File: src/core/pfs_defines.svh
// Constants for the pin function select block
// Notes on behaviour
// Config bit 1 turns port A, channel B into host
// Config bits 1,2 pick host status pins
// Config bit 7 turns channel A pins to port C
// Write strobe pin: strobe, port C2 or RTS
// Mux bit 2 swaps daisy enable in/out
// Mux bit 3 swaps read/request strobe
// Port C 6,7 read interrupt pins, never drive
// Mux bit 3, then config bit 7, pick
// Reset leaves every pin at first function
`ifndef PFS_DEFINES_SVH
`define PFS_DEFINES_SVH
// Register byte offsets
`define PFS_OFS_SYSCFG 8'h00
`define PFS_OFS_PINMUX 8'h04
`define PFS_OFS_STATUS 8'h08
// Field positions
`define PFS_CFG_HOST 1
`define PFS_CFG_HSTAT 2
`define PFS_CFG_PORTC 7
`define PFS_MUX_DAISY 2
`define PFS_MUX_MEMSTB 3
`define PFS_STRB_LANE 0
// Reset values
`define PFS_CFG_RST 8'h00
`define PFS_MUX_RST 8'h00
`define PFS_PC_OE_RST 6'h04
`define PFS_ZERO_HI 24'h00_0000
// Bus answers
`define PFS_RESP_OKAY 2'b00
`define PFS_RESP_SLVERR 2'b10
// Synchroniser width: all pin inputs
`define PFS_SYNC_W 27
`endif

File: src/core/pfs_pkg.sv
// Types shared by the pin function select block
package pfs_pkg;
	typedef enum logic [1:0] {pfs_idle, pfs_take, pfs_resp} pfs_bus_st_t;
	typedef enum logic [1:0] {pfs_reg_cfg, pfs_reg_mux, pfs_reg_stat, pfs_reg_none} pfs_reg_t;
endpackage

File: src/core/pfs_sync.sv
// Two-flop synchroniser for pin inputs
`timescale 1ns/100ps
module pfs_sync #(parameter int W = 1) (
	// Clock and control
	input wire logic mclk,
	input wire logic rst,
	input wire logic ce,
	// Data
	input wire logic [W-1:0] d,
	output logic [W-1:0] q_r
);
	logic [W-1:0] s1_r;
	logic [W-1:0] s1_nxt;
	logic [W-1:0] q_nxt;

	// First stage feeds only the second stage
	always_comb begin
		s1_nxt = ce ? d : s1_r;
		q_nxt = ce ? s1_r : q_r;
	end

	always_ff @(posedge mclk or posedge rst) begin
		if (rst) begin
			s1_r <= '0;
			q_r <= '0;
		end else begin
			s1_r <= s1_nxt;
			q_r <= q_nxt;
		end
	end
endmodule

File: src/core/pfs_pin_mux.sv
// Pin function multiplexer with AXI4-Lite configuration registers
`timescale 1ns/100ps
`include "pfs_defines.svh"
module pfs_pin_mux (
	// Clock, reset, enable
	input wire logic mclk,
	input wire logic rst,
	input wire logic ce,
	// AXI4-Lite slave
	input wire logic [7:0] s_axi_awaddr,
	input wire logic s_axi_awvalid,
	output logic s_axi_awready,
	input wire logic [31:0] s_axi_wdata,
	input wire logic [3:0] s_axi_wstrb,
	input wire logic s_axi_wvalid,
	output logic s_axi_wready,
	output logic [1:0] s_axi_bresp,
	output logic s_axi_bvalid,
	input wire logic s_axi_bready,
	input wire logic [7:0] s_axi_araddr,
	input wire logic s_axi_arvalid,
	output logic s_axi_arready,
	output logic [31:0] s_axi_rdata,
	output logic [1:0] s_axi_rresp,
	output logic s_axi_rvalid,
	input wire logic s_axi_rready,
	// Port A / host data pins
	input wire logic [7:0] pa_pin_in,
	output logic [7:0] pa_pin_out,
	output logic [7:0] pa_pin_oe,
	// Channel B / host control pins
	input wire logic [6:0] cb_pin_in,
	output logic [6:0] cb_pin_out,
	output logic [6:0] cb_pin_oe,
	// Three-function status pins
	input wire logic [2:0] hs_pin_in,
	output logic [2:0] hs_pin_out,
	output logic [2:0] hs_pin_oe,
	// Channel A / port C pins, index is port C bit, bit 2 is the write strobe pin
	input wire logic [5:0] pc_pin_in,
	output logic [5:0] pc_pin_out,
	output logic [5:0] pc_pin_oe,
	// Daisy-chain pin, read strobe pin, interrupt pins
	input wire logic daisy_pin_in,
	output logic daisy_pin_out,
	output logic daisy_pin_oe,
	output logic mrd_pin_out,
	input wire logic [1:0] int_pin_in,
	// Internal: parallel port A
	input wire logic [7:0] par_port_a_out,
	input wire logic [7:0] par_port_a_oe,
	output logic [7:0] par_port_a_in,
	// Internal: host bus
	input wire logic [7:0] host_data_out,
	input wire logic [7:0] host_data_oe,
	output logic [7:0] host_data_in,
	output logic [6:0] host_ctl_in,
	input wire logic [2:0] host_stat,
	// Internal: serial channel B
	input wire logic [6:0] chan_b_out,
	input wire logic [6:0] chan_b_oe,
	output logic [6:0] chan_b_in,
	input wire logic [2:0] chan_b_req_out,
	input wire logic [2:0] chan_b_req_oe,
	input wire logic [2:0] hs_first_out,
	input wire logic [2:0] hs_first_oe,
	output logic [2:0] hs_func_in,
	// Internal: port C and channel A
	input wire logic [5:0] par_port_c_out,
	input wire logic [5:0] par_port_c_oe,
	output logic [7:0] par_port_c_in,
	input wire logic [5:0] chan_a_out,
	input wire logic [5:0] chan_a_oe,
	// Internal: strobes and daisy chain
	input wire logic memory_write_strobe_n,
	input wire logic memory_read_strobe_n,
	input wire logic memory_request_strobe_n,
	input wire logic daisy_chain_enable_out,
	output logic daisy_chain_enable_in
);
	import pfs_pkg::*;

	logic [7:0] cfg_r, cfg_nxt, mux_r, mux_nxt;
	logic [`PFS_SYNC_W-1:0] sy;
	logic [7:0] s_pa;
	logic [6:0] s_cb;
	logic [2:0] s_hs;
	logic [5:0] s_pc;
	logic s_dy;
	logic [1:0] s_int;
	logic host, hstat, hsecond, portc, daisy_o, memreq;
	pfs_bus_st_t wst_r, wst_nxt, rdst_r, rdst_nxt;
	logic awready_nxt, wready_nxt, bvalid_nxt, arready_nxt, rvalid_nxt;
	logic [1:0] bresp_nxt, rresp_nxt;
	logic [31:0] rdata_nxt;
	logic [7:0] pa_out_nxt, pa_oe_nxt, pa_in_nxt, hd_in_nxt;
	logic [6:0] cb_out_nxt, cb_oe_nxt, cb_in_nxt, hc_in_nxt;
	logic [2:0] hs_out_nxt, hs_oe_nxt, hs_in_nxt;
	logic [5:0] pc_out_nxt, pc_oe_nxt;
	logic [7:0] pcin_nxt;
	logic dy_out_nxt, dy_oe_nxt, dy_in_nxt, mrd_nxt;

	// Two-input steering, used for every shared pin
	function automatic logic pick(input logic s, input logic a, input logic b);
		pick = s ? a : b;
	endfunction

	// Address decode shared by read and write paths
	function automatic pfs_reg_t dec(input logic [7:0] a);
		case (a)
			`PFS_OFS_SYSCFG: dec = pfs_reg_cfg;
			`PFS_OFS_PINMUX: dec = pfs_reg_mux;
			`PFS_OFS_STATUS: dec = pfs_reg_stat;
			default: dec = pfs_reg_none;
		endcase
	endfunction

	// All pin inputs cross in through two flops
	pfs_sync #(.W(`PFS_SYNC_W)) u_sync (
		.mclk(mclk),
		.rst(rst),
		.ce(ce),
		.d({int_pin_in, daisy_pin_in, pc_pin_in, hs_pin_in, cb_pin_in, pa_pin_in}),
		.q_r(sy)
	);
	assign {s_int, s_dy, s_pc, s_hs, s_cb, s_pa} = sy;

	// Selections decoded from the two configuration registers
	assign host = cfg_r[`PFS_CFG_HOST];
	assign hstat = cfg_r[`PFS_CFG_HOST] & cfg_r[`PFS_CFG_HSTAT];
	assign hsecond = cfg_r[`PFS_CFG_HSTAT] & ~cfg_r[`PFS_CFG_HOST];
	assign portc = cfg_r[`PFS_CFG_PORTC];
	assign daisy_o = mux_r[`PFS_MUX_DAISY];
	assign memreq = mux_r[`PFS_MUX_MEMSTB];

	// Write channel: address and data taken together, then one response
	always_comb begin
		wst_nxt = wst_r;
		awready_nxt = s_axi_awready;
		wready_nxt = s_axi_wready;
		bvalid_nxt = s_axi_bvalid;
		bresp_nxt = s_axi_bresp;
		cfg_nxt = cfg_r;
		mux_nxt = mux_r;
		case (wst_r)
			pfs_idle: begin
				if (s_axi_awvalid && s_axi_wvalid) begin
					awready_nxt = 1'b1;
					wready_nxt = 1'b1;
					wst_nxt = pfs_take;
				end
			end
			pfs_take: begin
				awready_nxt = 1'b0;
				wready_nxt = 1'b0;
				bvalid_nxt = 1'b1;
				bresp_nxt = `PFS_RESP_OKAY;
				wst_nxt = pfs_resp;
				case (dec(s_axi_awaddr))
					pfs_reg_cfg: if (s_axi_wstrb[`PFS_STRB_LANE]) cfg_nxt = s_axi_wdata[7:0];
					pfs_reg_mux: if (s_axi_wstrb[`PFS_STRB_LANE]) mux_nxt = s_axi_wdata[7:0];
					pfs_reg_stat: ; // Read-only, write ignored
					default: bresp_nxt = `PFS_RESP_SLVERR;
				endcase
			end
			pfs_resp: begin
				if (s_axi_bready) begin
					bvalid_nxt = 1'b0;
					wst_nxt = pfs_idle;
				end
			end
			default: wst_nxt = pfs_idle;
		endcase
	end

	// Read channel: data captured in the cycle the address is taken
	always_comb begin
		rdst_nxt = rdst_r;
		arready_nxt = s_axi_arready;
		rvalid_nxt = s_axi_rvalid;
		rdata_nxt = s_axi_rdata;
		rresp_nxt = s_axi_rresp;
		case (rdst_r)
			pfs_idle: begin
				if (s_axi_arvalid) begin
					arready_nxt = 1'b1;
					rdst_nxt = pfs_take;
				end
			end
			pfs_take: begin
				arready_nxt = 1'b0;
				rvalid_nxt = 1'b1;
				rresp_nxt = `PFS_RESP_OKAY;
				rdst_nxt = pfs_resp;
				case (dec(s_axi_araddr))
					pfs_reg_cfg: rdata_nxt = {`PFS_ZERO_HI, cfg_r};
					pfs_reg_mux: rdata_nxt = {`PFS_ZERO_HI, mux_r};
					pfs_reg_stat: rdata_nxt = {`PFS_ZERO_HI, par_port_c_in};
					default: begin
						rdata_nxt = '0;
						rresp_nxt = `PFS_RESP_SLVERR;
					end
				endcase
			end
			pfs_resp: begin
				if (s_axi_rready) begin
					rvalid_nxt = 1'b0;
					rdst_nxt = pfs_idle;
				end
			end
			default: rdst_nxt = pfs_idle;
		endcase
	end

	// Pin steering; registered so pins never glitch on a config write
	always_comb begin
		for (int i = 0; i < 8; i++) begin
			pa_out_nxt[i] = pick(host, host_data_out[i], par_port_a_out[i]);
			pa_oe_nxt[i] = pick(host, host_data_oe[i], par_port_a_oe[i]);
		end
		// Host control pins are inputs only in host mode
		for (int i = 0; i < 7; i++) begin
			cb_out_nxt[i] = pick(host, 1'b1, chan_b_out[i]);
			cb_oe_nxt[i] = pick(host, 1'b0, chan_b_oe[i]);
		end
		for (int i = 0; i < 3; i++) begin
			hs_out_nxt[i] = hstat ? host_stat[i] : pick(hsecond, chan_b_req_out[i], hs_first_out[i]);
			hs_oe_nxt[i] = hstat | pick(hsecond, chan_b_req_oe[i], hs_first_oe[i]);
		end
		for (int i = 0; i < 6; i++) begin
			pc_out_nxt[i] = pick(portc, par_port_c_out[i], chan_a_out[i]);
			pc_oe_nxt[i] = pick(portc, par_port_c_oe[i], chan_a_oe[i]);
		end
		// Write strobe pin: mux bit first, then config bit 7
		pc_out_nxt[2] = pick(memreq, pick(portc, par_port_c_out[2], chan_a_out[2]), memory_write_strobe_n);
		pc_oe_nxt[2] = pick(memreq, pick(portc, par_port_c_oe[2], chan_a_oe[2]), 1'b1);
		dy_out_nxt = pick(daisy_o, daisy_chain_enable_out, 1'b1);
		dy_oe_nxt = daisy_o;
		mrd_nxt = pick(memreq, memory_request_strobe_n, memory_read_strobe_n);
		// Inputs back to the internal functions
		pa_in_nxt = s_pa;
		hd_in_nxt = s_pa;
		cb_in_nxt = s_cb;
		hc_in_nxt = host ? s_cb : 7'h7f; // Idle-high when host bus is off
		hs_in_nxt = s_hs;
		pcin_nxt = {s_int[1], s_int[0], s_pc};
		dy_in_nxt = daisy_o ? 1'b1 : s_dy; // Enabled when the pin is an output
	end

	// Register bank; clock enable freezes everything
	always_ff @(posedge mclk or posedge rst) begin
		if (rst) begin
			cfg_r <= `PFS_CFG_RST;
			mux_r <= `PFS_MUX_RST;
			wst_r <= pfs_idle;
			rdst_r <= pfs_idle;
			s_axi_awready <= 1'b0;
			s_axi_wready <= 1'b0;
			s_axi_bvalid <= 1'b0;
			s_axi_bresp <= `PFS_RESP_OKAY;
			s_axi_arready <= 1'b0;
			s_axi_rvalid <= 1'b0;
			s_axi_rdata <= '0;
			s_axi_rresp <= `PFS_RESP_OKAY;
			pa_pin_out <= '1;
			pa_pin_oe <= '0;
			cb_pin_out <= '1;
			cb_pin_oe <= '0;
			hs_pin_out <= '1;
			hs_pin_oe <= '0;
			pc_pin_out <= '1;
			pc_pin_oe <= `PFS_PC_OE_RST;
			daisy_pin_out <= 1'b1;
			daisy_pin_oe <= 1'b0;
			mrd_pin_out <= 1'b1;
			par_port_a_in <= '0;
			host_data_in <= '0;
			chan_b_in <= '0;
			host_ctl_in <= '1;
			hs_func_in <= '0;
			par_port_c_in <= '0;
			daisy_chain_enable_in <= 1'b1;
		end else if (ce) begin
			cfg_r <= cfg_nxt;
			mux_r <= mux_nxt;
			wst_r <= wst_nxt;
			rdst_r <= rdst_nxt;
			s_axi_awready <= awready_nxt;
			s_axi_wready <= wready_nxt;
			s_axi_bvalid <= bvalid_nxt;
			s_axi_bresp <= bresp_nxt;
			s_axi_arready <= arready_nxt;
			s_axi_rvalid <= rvalid_nxt;
			s_axi_rdata <= rdata_nxt;
			s_axi_rresp <= rresp_nxt;
			pa_pin_out <= pa_out_nxt;
			pa_pin_oe <= pa_oe_nxt;
			cb_pin_out <= cb_out_nxt;
			cb_pin_oe <= cb_oe_nxt;
			hs_pin_out <= hs_out_nxt;
			hs_pin_oe <= hs_oe_nxt;
			pc_pin_out <= pc_out_nxt;
			pc_pin_oe <= pc_oe_nxt;
			daisy_pin_out <= dy_out_nxt;
			daisy_pin_oe <= dy_oe_nxt;
			mrd_pin_out <= mrd_nxt;
			par_port_a_in <= pa_in_nxt;
			host_data_in <= hd_in_nxt;
			chan_b_in <= cb_in_nxt;
			host_ctl_in <= hc_in_nxt;
			hs_func_in <= hs_in_nxt;
			par_port_c_in <= pcin_nxt;
			daisy_chain_enable_in <= dy_in_nxt;
		end
	end
endmodule

File: config.mk
export PLATFORM = sky130hd
export DESIGN_NAME = pfs_pin_mux
export DESIGN_NICKNAME = d
export VERILOG_FILES = /design/src/core/pfs_pkg.sv /design/src/core/pfs_sync.sv /design/src/core/pfs_pin_mux.sv
export VERILOG_INCLUDE_DIRS = /design/src /design/src/core
export SDC_FILE = /design/constraint.sdc
export NUM_CORES = 1
export LEC_CHECK = 0
export BUFFER_PORTS_ARGS = -buffer_cell sky130_fd_sc_hd__buf_4
export CAP_MARGIN = 0
export CORE_AREA = 8 8 141 143
export DETAILED_ROUTE_END_ITERATION = 8
export DIE_AREA = 0 0 149 151
export GPL_TIMING_DRIVEN = 0
export PLACE_DENSITY = 0.84
export REMOVE_ABC_BUFFERS = 1
export SETUP_SLACK_MARGIN = 0.02
export SKIP_LAST_GASP = 1
export SYNTH_ARGS = -nofsm -noshare
export SYNTH_HDL_FRONTEND = slang
export SYNTH_HIERARCHICAL = 1
export SYNTH_SLANG_ARGS = --single-unit
export TNS_END_PERCENT = 50
File: constraint.sdc
create_clock -name mclk -period 3.9 [get_ports mclk]
set_input_delay 0.585 -clock mclk [delete_from_list [all_inputs] [get_ports mclk]]
set_output_delay 0.585 -clock mclk [all_outputs]
set_load 0.02 [all_outputs]
After elaboration in Yosys (flattened, before gate mapping)
Index checks and enable logic that the tools add are counted.

storage, ports and cells
  flip-flop bits (word level) = 199
  input bits = 176
  output and inout bits = 134

operators by class
  equal/unequal tests = 16
  mux-type cells = 78
  bitwise gates (word level) = 6
  reductions and logical operators = 23

operator list
  kind                                                 count
  two-way mux 1 bit                                    60
  case mux 2 bit (3 select lines)                      4
  case mux 8 bit (3 select lines)                      1
  AND reduction 3 bit                                  6
  equality test 8 x 3 -> 1 bit, second input constant  2
  equality test 8 x 4 -> 1 bit, second input constant  2
  logical NOT 8 bit                                    2
  two-way mux 2 bit                                    8
  equality test 2 x 1 -> 1 bit, second input constant  4
  equality test 2 bit, second input constant           4
  logical NOT 2 bit                                    4
  inequality test 2 bit, second input constant         4
  case mux 1 bit (2 select lines)                      4
  AND reduction 4 bit                                  2
  nonzero test 2 bit                                   4
  two-way mux 7 bit                                    1
  OR reduction 3 bit                                   2
  AND reduction 2 bit                                  2
  OR 1 bit                                             3
  bitwise AND 1 bit                                    2
  logical AND 1 bit                                    1
  inverter 1 bit                                       1

Longest topological paths before layout
Gate-level depths: netlist (run 1).

  word-level depth = 6
  depth in mapped cells = 6
  depth with buffers taken out = 3

Cells and area by module
The synthesis (run 1) kept the hierarchy.

by module, submodules not included
  module       instances  cells each  area an instance (µm²)
  pfs_pin_mux  1          451         5327.6
  pfs_sync     1          115         2262.2

Least setup slack after synthesis (run 1)
No wires, ideal clock.

  path type = input-to-reg
  from = in s_axi_awaddr[1]
  to = reg cfg_r[0]
  setup time = 0.125 ns
  arrival time = 1.948 ns
  required time = 3.775 ns
  setup slack = 1.827 ns
  stages on the path = 3
  path buffers = 0
  cells stage by stage = or4_4 -> nor4_4 -> mux2_2

between the ends
  longest elaborated chain between the ends = 5
  elaborated cells between the ends (all ways) = 7
  classes of those cells = eq/ne (2); mux (2); reduce/logical (3)

RTL lines
  what                                                        line                text
  from (decl)                                                 pfs_pin_mux.sv:10   input wire logic [7:0] s_axi_awaddr,
  equality test 8 x 4 -> 1 bit, or another cell as far along  pfs_pin_mux.sv:110  case (a)
  case mux 2 bit (3 select lines) (*)                         pfs_pin_mux.sv:110
  two-way mux 2 bit (*)                                       pfs_pin_mux.sv:145  case (wst_r)
  logical NOT 2 bit (*)                                       pfs_pin_mux.sv:159  case (dec(s_axi_awaddr))
  AND reduction 4 bit (no line) (*)                           --
  to (signal assigned)                                        pfs_pin_mux.sv:253  cfg_r <= `PFS_CFG_RST;
  to (signal assigned)                                        pfs_pin_mux.sv:284  cfg_r <= cfg_nxt;
  to (decl)                                                   pfs_pin_mux.sv:83   logic [7:0] cfg_r, cfg_nxt, mux_r, mux_nxt;

Every way passes the cells marked *; elsewhere a longest branch is shown, timed or not. The select of a mux whose other input is x is not followed.
A chain may end at the register's enable or synchronous reset.

Final worst setup path (run 1)
  from = in ce
  to = reg mux_r[2]

between the ends
  longest elaborated chain between the ends = 1

RTL lines
  what                           line                text
  from (decl)                    pfs_pin_mux.sv:8    input wire logic ce,
  AND reduction 4 bit (no line)  --
  to (signal assigned)           pfs_pin_mux.sv:254  mux_r <= `PFS_MUX_RST;
  to (signal assigned)           pfs_pin_mux.sv:285  mux_r <= mux_nxt;
  to (decl)                      pfs_pin_mux.sv:83

Every way passes these cells.

==> impl_metrics.toml, run 1 <==
[power_and_ir_drop]
p_per_area_nw_per_um2 = 475
cellLeakagePower_nw = 4.83
p_sw_w = 0.00134
swShare_pct = 27.9
comb_power_share_pct = 20.1
clkPwrFrac_pct = 34.6
seq_power_share_pct = 45.3
vdd_drop_max_uv = 303
p_int_w = 0.00345

[sta]
setup_viol = 0
hold_viol = 0
fin_crit_ns = 2.76
timing.final.ws_setup_ns = 1.14
maxSlewViolCount = 0
finalCritPeriodShare_pct = 70.8
slew_headroom_pct = 42.3
tightest_slew_ns = 0.865
fmax_mhz = 362
rsz0062_at_grt = "no"
clock-skew-final_ns = 0.00892

[worst_setup_path]
cp-start-kind = "input pin"
crit_fanout = 127
crit_required_ns = 4.20
worst_ep_arrival_time_ns = 3.06
endpoint_kind = "flop"
worst-setup-path-type = "input pin to flop"

[placed_design]
dp_hpwl_mm = 14.0
post-place-ws_ns = 0.722
gp_congestion = 0.801
port_buffers = 256

[logic_synthesis]
async_flop_share_pct = 100
ys.warnings.count = 6
syn_avg_cell_area_um2 = 13.4
synth_edf_count = 0
synthFlopType = "dfrtp_1"
syn_area_um2 = 7590
ys_ff_latch = 173
synthDistinctLibCells = 36
synthCells = 566
seq_area_frac_synth_pct = 57.6

[clocking]
cts_tree = "done"
clockRootBuffer = "clkbuf_16"
htreeDepth = 4
post_cts.repair.setup_buffers = 0
cts_resized = 0
clock-sinks = 173
clk_path_buf_depth = 2
hold_buffers = 0
cts_made_buffers = 17
clk_pin_slew_ns = 0.06
clk_latency_ns = 0.41

[route]
route.vias.total = 5160
drt_iter0_markers = 187
wl_mm = 19.1
vias_per_cell = 4.95
drtAntennaViolNets = 0
drc = 0
first_pass_iters = 6
wire_per_inst_um = 18.3

[finish]
nNetsFinal = 977
syn2layout_area_growth_pct = 32.8
insertedDiodeCount = 0
final_core_util_pct = 57.1
final_layout_size_suffix_gt1_share_pct = 52.8
final_common_cell = "buf_4"
layout_common_cells = "buf_4, dfrtp_1, mux2_4, mux2_2, nor2_1"

[min_path]
hold_class = "input pin to async pin"

[floorplanning]
initial_core_util_pct = 43.0
fp-row-count = 49
dieWidth_um = 149
pin_count = 310
dieArea_um2 = 22500
die_h_um = 151
fp.coreArea_um2 = 17700

[grt]
grt.total_usage_pct = 16.6
antenna_found_initial = 0
grt_pass1_wl_mm = 29.2
grt-ovfl-total = 0
grt_pass1_vias = 5515
grt_max_degree = 128

[run]
cap_violations = 0

[status]
status = "finished clean"
==> registers in the layout, summed over array words and instances (netlist names), 2 cells and up <==
signal         count
host_data_in       8
pc_pin_out         6
u_sync/q_r        27
wst_r              2
s_axi_rdata        8
cb_pin_out         7
u_sync/s1_r       27
par_port_c_in      8
host_ctl_in        7
cfg_r              8
pa_pin_oe          8
rdst_r             2
pa_pin_out         8
mux_r              8
hs_func_in         3
chan_b_in          7
pc_pin_oe          6
hs_pin_oe          3
cb_pin_oe          7
hs_pin_out         3
==> cell families (layout without fill, tap and decap cells) <==
family          count (synthesis)  count (layout)  share of synthesized area, %
mux                           137             137                          22.1
flops                         173             173                          57.6
simple gates                   77              77                          5.00
buf+inv                        83             306                          7.06
compound gates                 95              95                          8.14
other cells                     1              26                        0.0494
==> cell usage after synthesis, types with 2 or more instances <==
| library cell | number | area share [%] |
|---|---|---|
| dfrtp_1 | 138 | 45 |
| mux2_4 | 50 | 9.9 |
| mux2_2 | 47 | 7.0 |
| nor2_1 | 42 | 2.1 |
| mux2i_1 | 40 | 5.3 |
| buf_4 | 35 | 3.5 |
| dfstp_2 | 35 | 12 |
| a21oi_1 | 32 | 2.1 |
| clkbuf_1 | 21 | 1.0 |
| nand2_1 | 17 | 0.84 |
| inv_1 | 15 | 0.74 |
| o21ai_0 | 15 | 0.99 |
| a2bb2oi_1 | 8 | 0.92 |
| a31oi_1 | 8 | 0.66 |
| o22a_1 | 8 | 0.92 |
| a22o_1 | 7 | 0.81 |
| a211oi_1 | 6 | 0.59 |
| nand3b_1 | 6 | 0.59 |
| a21o_1 | 5 | 0.49 |
| buf_12 | 5 | 1.3 |
| buf_1 | 3 | 0.15 |
| buf_2 | 3 | 0.20 |
| o221ai_1 | 3 | 0.35 |
| nand2b_1 | 2 | 0.16 |
| nor4_1 | 2 | 0.16 |
| nor4_4 | 2 | 0.56 |
| o21a_1 | 2 | 0.20 |
==> area by class of cell <==
type                            count  area (um2)
Fill cell                        1497        7580
Sequential cell                   173        4370
Multi-Input combinational cell    335        2780
Timing Repair Buffer              259        2000
Clock buffer                       21         470
Tap cell                          229         287
Clock inverter                     11         108
Inverter                           15        61.3
==> per-stage QoR <==
| stage | hold slack [ns] | TNS [ns] | instances | power (W) | instance area, um2 |
|---|---|---|---|---|---|
| after floorplan | 0.454 | 0 | 523 | 0.00266 | 7200 |
| after global placement | 0.463 | -130.09 | 1008 | 0.00313 | 9410 |
| after detailed placement | 0.472 | 0 | 1011 | 0.00317 | 9500 |
| after CTS | 0.202 | 0 | 1043 | 0.00485 | 10100 |
| after global routing | 0.223 | 0 | 1043 | 0.00501 | 10100 |
| final | 0.213 | 0 | 1043 | 0.00478 | 10100 |
==> path summary, 6_finish.rpt <==
path	start	to	slack (ns)	cells after the start
min	rst	host_data_in[6]$_DFFE_PP0P_	0.21	2
min in group mclk	chan_b_out[3]	cb_pin_out[3]$_DFFE_PP1P_	0.38	2
max reg2reg	wst_r[1]$_DFFE_PP0P_	mux_r[2]$_DFFE_PP0P_	1.87	3
max in group asynchronous	rst	pc_pin_out[2]$_DFFE_PP1P_	2.94	3
max	ce	mux_r[2]$_DFFE_PP0P_	1.14	5
min reg2reg	s_axi_rdata[3]$_DFFE_PP0P_	s_axi_rdata[3]$_DFFE_PP0P_	0.48	2
==> metal layers <==
layer	vias up	track usage (%)	wire length [um]
met2	183	27.0	9350
li1	2387	-	-
met1	2579	20.0	7750
met3	11	6.78	1820
met5	-	0	0
met4	0	4.59	156
==> worst max-delay path, stage by stage <==
cell	delay (ns)
buf_8	0.37
buf_16	0.47
nand3b_1	0.39
nor4_4	0.72
mux2_2	0.41
==> power by group through the flow <==
stage	Sequential (W)	Combinational, W	Clock, W
3_3_place_gp	0.00218	0.000950	0
5_1_grt	0.00219	0.00103	0.00178
4_1_cts	0.00217	0.000977	0.00170
6_report	0.00216	0.000963	0.00166
2_1_floorplan	0.00234	0.000320	0
3_5_place_dp	0.00219	0.000976	0
No activity file was read; power rests on OpenSTA's default activity.
==> run 2, diff against run 1 <==
Settings changed: ABC_AREA set to 1, CORE_AREA 8 8 141 143 to 8 8 135 137, DIE_AREA 0 0 149 151 to 0 0 143 145, PLACE_DENSITY 0.84 to 0.87.
Clock period 3.9 ns to 2.7 ns, I/O delays scaled along.
==> impl_metrics.toml, run 2 <==
[finish]
nNetsFinal = 1264
layout_common_cells = "nand2_1, buf_4, dfrtp_1, o21ai_0, nor2_1"
insertedDiodeCount = 0
syn2layout_area_growth_pct = 32.6
final_layout_size_suffix_gt1_share_pct = 31.9
final_common_cell = "nand2_1"
reg_top3 = "u_sync/q_r: 27 flops, u_sync/s1_r: 27 flops"
final_area_um2 = 10000

[logic_synthesis]
synth_edf_count = 0
async_flop_share_pct = 100
seq_area_frac_synth_pct = 57.8
ys.warnings.count = 6
synth.most_common_cell = "nand2_1"
synthFlopType = "dfrtp_1"
yosys-top-cells-count = "nand2_1, dfrtp_1, o21ai_0"
synth_top_area_cell = "dfrtp_1"
synthDistinctLibCells = 31
synth_area_leaders = "dfrtp_1, nand2_1, dfstp_2"
syn_area_um2 = 7570
syn_avg_cell_area_um2 = 8.81
ys_ff_latch = 173
synth_top_area_share_pct = 45.6
synthCells = 859

[power_and_ir_drop]
p_int_w = 0.00487
vdd_drop_max_uv = 536
cellLeakagePower_nw = 5.30
comb_power_share_pct = 19.3
seq_power_share_pct = 45.0
p_per_area_nw_per_um2 = 683
clkPwrFrac_pct = 35.7
p_sw_w = 0.00198
swShare_pct = 28.9

[grt]
grt_pass1_vias = 6729
grt_max_degree = 141
grt.total_usage_pct = 20.2
antenna_found_initial = 0
grt_pass1_wl_mm = 33.7
grt-ovfl-total = 0

[clocking]
hold_buffers = 0
cts_tree = "done"
clk_path_buf_depth = 2
clk_latency_ns = 0.41
clockRootBuffer = "clkbuf_16"
clk_pin_slew_ns = 0.07
clock-sinks = 173
htreeDepth = 4
cts_made_buffers = 17

[status]
status = "finished clean"

[route]
first_pass_iters = 5
wire_per_inst_um = 16.0
drtAntennaViolNets = 0
drc = 0
drt_iter0_markers = 292
vias_per_cell = 4.86
wl_mm = 21.1
route.vias.total = 6416

[worst_setup_path]
reg2reg_depth = 5
cp-start-kind = "flop"
crit_fanout = 27
worst_ep_arrival_time_ns = 2.66
worst-setup-path-type = "flop to flop"
endpoint_kind = "flop"
crit_required_ns = 3.00
r2r-end = "hs_pin_out[0]$_DFFE_PP1P_"
rrSetupSlack_ns = 0.34
crit-reg2reg-launch = "cfg_r[1]$_DFFE_PP0P_"

[placed_design]
gp_congestion = 0.900
place_area_um2 = 9410
dp_hpwl_mm = 14.8
port_buffers = 256
post-place-ws_ns = -0.367

[sta]
slew_headroom_pct = 42.0
hold_viol = 0
rsz0062_at_grt = "no"
setup_viol = 0
fmax_mhz = 423
fin_crit_ns = 2.36
tightest_slew_ns = 0.870
finalCritPeriodShare_pct = 87.5
clock-skew-final_ns = 0.00848
maxSlewViolCount = 0
timing.final.ws_setup_ns = 0.338

[floorplanning]
dieArea_um2 = 20700
dieWidth_um = 143
fp.coreArea_um2 = 16200
pin_count = 310
die_h_um = 145
fp-row-count = 47
initial_core_util_pct = 46.8

[min_path]
hold_class = "input pin to async pin"

[run]
cap_violations = 0
## run 2: changes by cell type after synthesis, sizes merged, moves of 21 or more
cell / before / now
o21ai: 15 / 95
mux2i: 40 / 0
inv: 15 / 36
nand3: 0 / 29
a21oi: 32 / 11
nand2: 17 / 368
mux2: 97 / 0
## run 2: logic make-up (layout without fill, tap and decap cells)
| family | count (synthesis) | in the layout | synth area share [%] |
|---|---|---|---|
| other | 1 | 26 | 0.0495 |
| AND/OR/NAND/NOR | 448 | 448 | 23.9 |
| buffers and inverters | 111 | 328 | 8.61 |
| flip-flops | 173 | 173 | 57.8 |
| AO/OA/AOI/OAI | 126 | 126 | 9.67 |
## run 2: through the flow
step	hold WS [ns]	util, %	power, W	cells	setup TNS [ns]
after floorplan	0.437	-	0.00377	810	-67.58
after global placement	0.452	57.8	0.00439	1286	-267.20
after detailed placement	0.456	58.2	0.00446	1288	-7.18
after CTS	0.0433	61.8	0.00692	1320	0
after global routing	0.0474	62.0	0.00717	1321	0
final	0.0322	62.0	0.00685	1321	0
## run 2: repair_timing
item / in CTS / in global routing
setup endpoints to repair: 0 / 2
resized for setup: 0 / 1
buffers inserted: 0 / 0
## run 2: worst max-delay path, stage by stage (launching register included)
cell	delay, ns
dfrtp_1	0.90
clkinvlp_4	0.75
nand3_1	0.25
o21ai_0	0.10
a21oi_1	0.13
o21ai_0	0.10
## run 2: per-layer routing
layer | global-route usage, % | share of wire, % | up-vias
met5 | 0 | 0 | -
met4 | 7.76 | 2.7 | 0
met3 | 5.35 | 6.4 | 40
met2 | 34.5 | 50 | 223
met1 | 23.6 | 41 | 3029
li1 | - | - | 3124
## run 2: power groups by stage
stage | Sequential (W) | Clock, W | Combinational, W
2_1_floorplan | 0.00333 | 0 | 0.000437
4_1_cts | 0.00308 | 0.00250 | 0.00134
3_3_place_gp | 0.00311 | 0 | 0.00129
5_1_grt | 0.00312 | 0.00261 | 0.00145
3_5_place_dp | 0.00312 | 0 | 0.00133
6_report | 0.00308 | 0.00244 | 0.00132
## run 2: final cells by class
class                      count  area (um2)
timing repair buffer         259        2000
multi-input combinational    600        2640
clock inverter                12         135
tap                          220         275
sequential                   173        4370
fill                        1385        6140
clock buffer                  20         457
inverter                      37         155
## run 2: how the worst max path moves through the flow
| stage | startpoint | to | slack (ns) |
|---|---|---|---|
| after floorplan | rst | cb_pin_oe[0]$_DFFE_PP0P_ | -0.80 |
| after global placement | rst | pc_pin_oe[0]$_DFFE_PP0P_ | -2.31 |
| after detailed placement | ce | s_axi_rresp[1]$_DFFE_PP0P_ | -0.37 |
| after CTS | ce | s_axi_rresp[1]$_DFFE_PP0P_ | 0.07 |
| after global routing | cfg_r[1]$_DFFE_PP0P_ | hs_pin_out[0]$_DFFE_PP1P_ | 0.15 |
| final | cfg_r[1]$_DFFE_PP0P_ | hs_pin_out[0]$_DFFE_PP1P_ | 0.34 |
==> run 3, diff against run 2 <==
Settings changed: CORE_AREA 8 8 135 137 to 8 8 129 131, DIE_AREA 0 0 143 145 to 0 0 137 139, PLACE_DENSITY 0.87 to 0.93, SYNTH_HIERARCHICAL 1 to unset.
Clock period 2.7 ns to 2.9 ns, I/O delays scaled along.
==> impl_metrics.toml, run 3 <==
[clocking]
clk_path_buf_depth = 2
clock-sinks = 173
cts_tree = "done"
post_cts.repair.setup_buffers = 0
hold_buffers = 0
clk_latency_ns = 0.42
cts_made_buffers = 17
clockRootBuffer = "clkbuf_16"
htreeDepth = 4
clk_pin_slew_ns = 0.07

[logic_synthesis]
async_flop_share_pct = 100
synthCells = 847
ys.warnings.count = 0
synth_top_area_share_pct = 46.2
ys_ff_latch = 173
yosys-top-cells-count = "nand2_1, dfrtp_1, o21ai_0"
syn_avg_cell_area_um2 = 8.82
synth_top_area_cell = "dfrtp_1"
synth.most_common_cell = "nand2_1"
synth_edf_count = 0
syn_area_um2 = 7470
synthFlopType = "dfrtp_1"
seq_area_frac_synth_pct = 58.6
synthDistinctLibCells = 30
synth_area_leaders = "dfrtp_1, nand2_1, dfstp_2"

[power_and_ir_drop]
cellLeakagePower_nw = 5.16
p_sw_w = 0.00187
seq_power_share_pct = 44.4
p_per_area_nw_per_um2 = 654
clkPwrFrac_pct = 36.4
p_int_w = 0.00463
swShare_pct = 28.7
total_power_w = 0.00650
vdd_drop_max_uv = 388
comb_power_share_pct = 19.2

[placed_design]
post-place-ws_ns = -0.854
post-place-cells = 1241
port_buffers = 256
dp_hpwl_mm = 14.7
gp_congestion = 0.799

[route]
vias_per_cell = 5.06
drc = 0
wire_per_inst_um = 16.4
wl_mm = 20.9
route.vias.total = 6440
drtAntennaViolNets = 0
first_pass_iters = 4
drt_iter0_markers = 454

[worst_setup_path]
crit_fanout = 27
endpoint_kind = "flop"
crit_required_ns = 3.26
cp-start-kind = "flop"
worst_ep_arrival_time_ns = 3.11
worst-setup-path-type = "flop to flop"

[sta]
finalCritPeriodShare_pct = 94.7
timing.final.ws_setup_ns = 0.152
setup_viol = 0
hold_viol = 0
fin_crit_ns = 2.75
maxSlewViolCount = 0
clock-skew-final_ns = 0.00638
fmax_mhz = 364
slew_headroom_pct = 36.5
rsz0062_at_grt = "yes"
timing.hold.ws_ns = 0.0149
tightest_slew_ns = 0.947

[finish]
insertedDiodeCount = 0
layout_common_cells = "nand2_1, buf_4, dfrtp_1, o21ai_0, nor2_1"
final_common_cell = "nand2_1"
fin_cells = 1273
nNetsFinal = 1248
syn2layout_area_growth_pct = 33.0
reg_top3 = "u_sync.q_r: 27 flops, u_sync.s1_r: 27 flops"
final_core_util_pct = 67.3
final_layout_size_suffix_gt1_share_pct = 31.7

[floorplanning]
initial_core_util_pct = 50.6
die_h_um = 139
dieArea_um2 = 19000
fp-row-count = 45
fp.coreArea_um2 = 14800
dieWidth_um = 137
pin_count = 310

[grt]
grt_pass1_vias = 6560
antenna_found_initial = 0
grt_pass1_wl_mm = 33.0
grt-ovfl-total = 0
grt.total_usage_pct = 21.8
grt_max_degree = 144

[run]
cap_violations = 0

[min_path]
hold_class = "input pin to async pin"

[status]
status = "finished clean"
==> run 3: cell count changes after synthesis, moves of 3 or more <==
| cell | change |
|---|---|
| o21ai_1 | -12 |
| inv_1 | +14 |
| nor2_1 | +8 |
| buf_2 | +12 |
| nor2_4 | -3 |
| nand2_1 | -58 |
| buf_4 | -4 |
| o21ai_0 | +36 |
| buf_6 | -6 |
==> run 3: path summary, 6_finish.rpt <==
kind                                              from                     endpoint  slack [ns]  cells past startpoint
setup / recovery                  cfg_r[1]$_DFFE_PP0P_     hs_pin_oe[1]$_DFFE_PP0P_        0.15                      4
hold / removal                                     rst     chan_b_in[6]$_DFFE_PP0P_        0.01                      2
setup reg to reg                  cfg_r[1]$_DFFE_PP0P_     hs_pin_oe[1]$_DFFE_PP0P_        0.15                      4
hold reg to reg            u_sync.s1_r[10]$_DFFE_PP0P_  u_sync.s1_r[10]$_DFFE_PP0P_        0.47                      2
max in group asynchronous                          rst         cfg_r[1]$_DFFE_PP0P_        1.98                      3
min in group mclk                         cb_pin_in[3]  u_sync.s1_r[11]$_DFFE_PP0P_        0.21                      3
==> run 3: layout make-up <==
| class | instances | area [um2] |
|---|---|---|
| fillers | 1122 | 4820 |
| flip-flops and latches | 173 | 4370 |
| multi-input cells | 572 | 2530 |
| repair buffers | 258 | 1980 |
| clock buffers | 20 | 457 |
| well taps | 188 | 235 |
| inverters | 50 | 198 |
| clock inverters | 12 | 159 |
==> run 3: logic make-up (layout without fill, tap and decap cells) <==
family,count (synthesis),count (layout),share of synthesized area [%]
AO/OA/AOI/OAI,153,153,11.6
buffers and inverters,127,340,8.88
flip-flops,173,173,58.6
other,1,26,0.0502
AND/OR/NAND/NOR,393,393,20.9
==> run 3: timing repair <==
action,CTS,global route
resized for setup,2,1
pin swaps,0,0
endpoints found under the setup margin,12,14
endpoints found under the hold margin,0,0
==> run 3: power by group through the flow <==
| stage | clock network, W | registers (W) | logic [W] |
|---|---|---|---|
| after floorplan | 0 | 0.00311 | 0.000421 |
| after global placement | 0 | 0.00290 | 0.00121 |
| after detailed placement | 0 | 0.00292 | 0.00125 |
| after CTS | 0.00240 | 0.00288 | 0.00126 |
| final | 0.00236 | 0.00288 | 0.00125 |
| after global routing | 0.00250 | 0.00292 | 0.00137 |
==> run 3: worst max-delay path: stages (launching register included) <==
cell	delay, ns
dfrtp_1	0.89
clkinv_1	1.00
nand2_1	0.49
o221ai_1	0.18
nand2_1	0.11
==> run 3: per-layer routing <==
layer  routed length (um)  global-route usage (%)
met3                 2030                    8.15
met2                10500                    35.8
met4                  411                    7.15
met1                 8030                    25.6
met5                    0                       0
==> run 3: stage by stage <==
stage               instance area [um2]  TNS [ns]
global placement                   9240   -697.97
finish                             9930         0
CTS                                9930         0
detailed placement                 9310    -13.38
floorplan                          7090   -329.75
global route                       9930   -0.0277
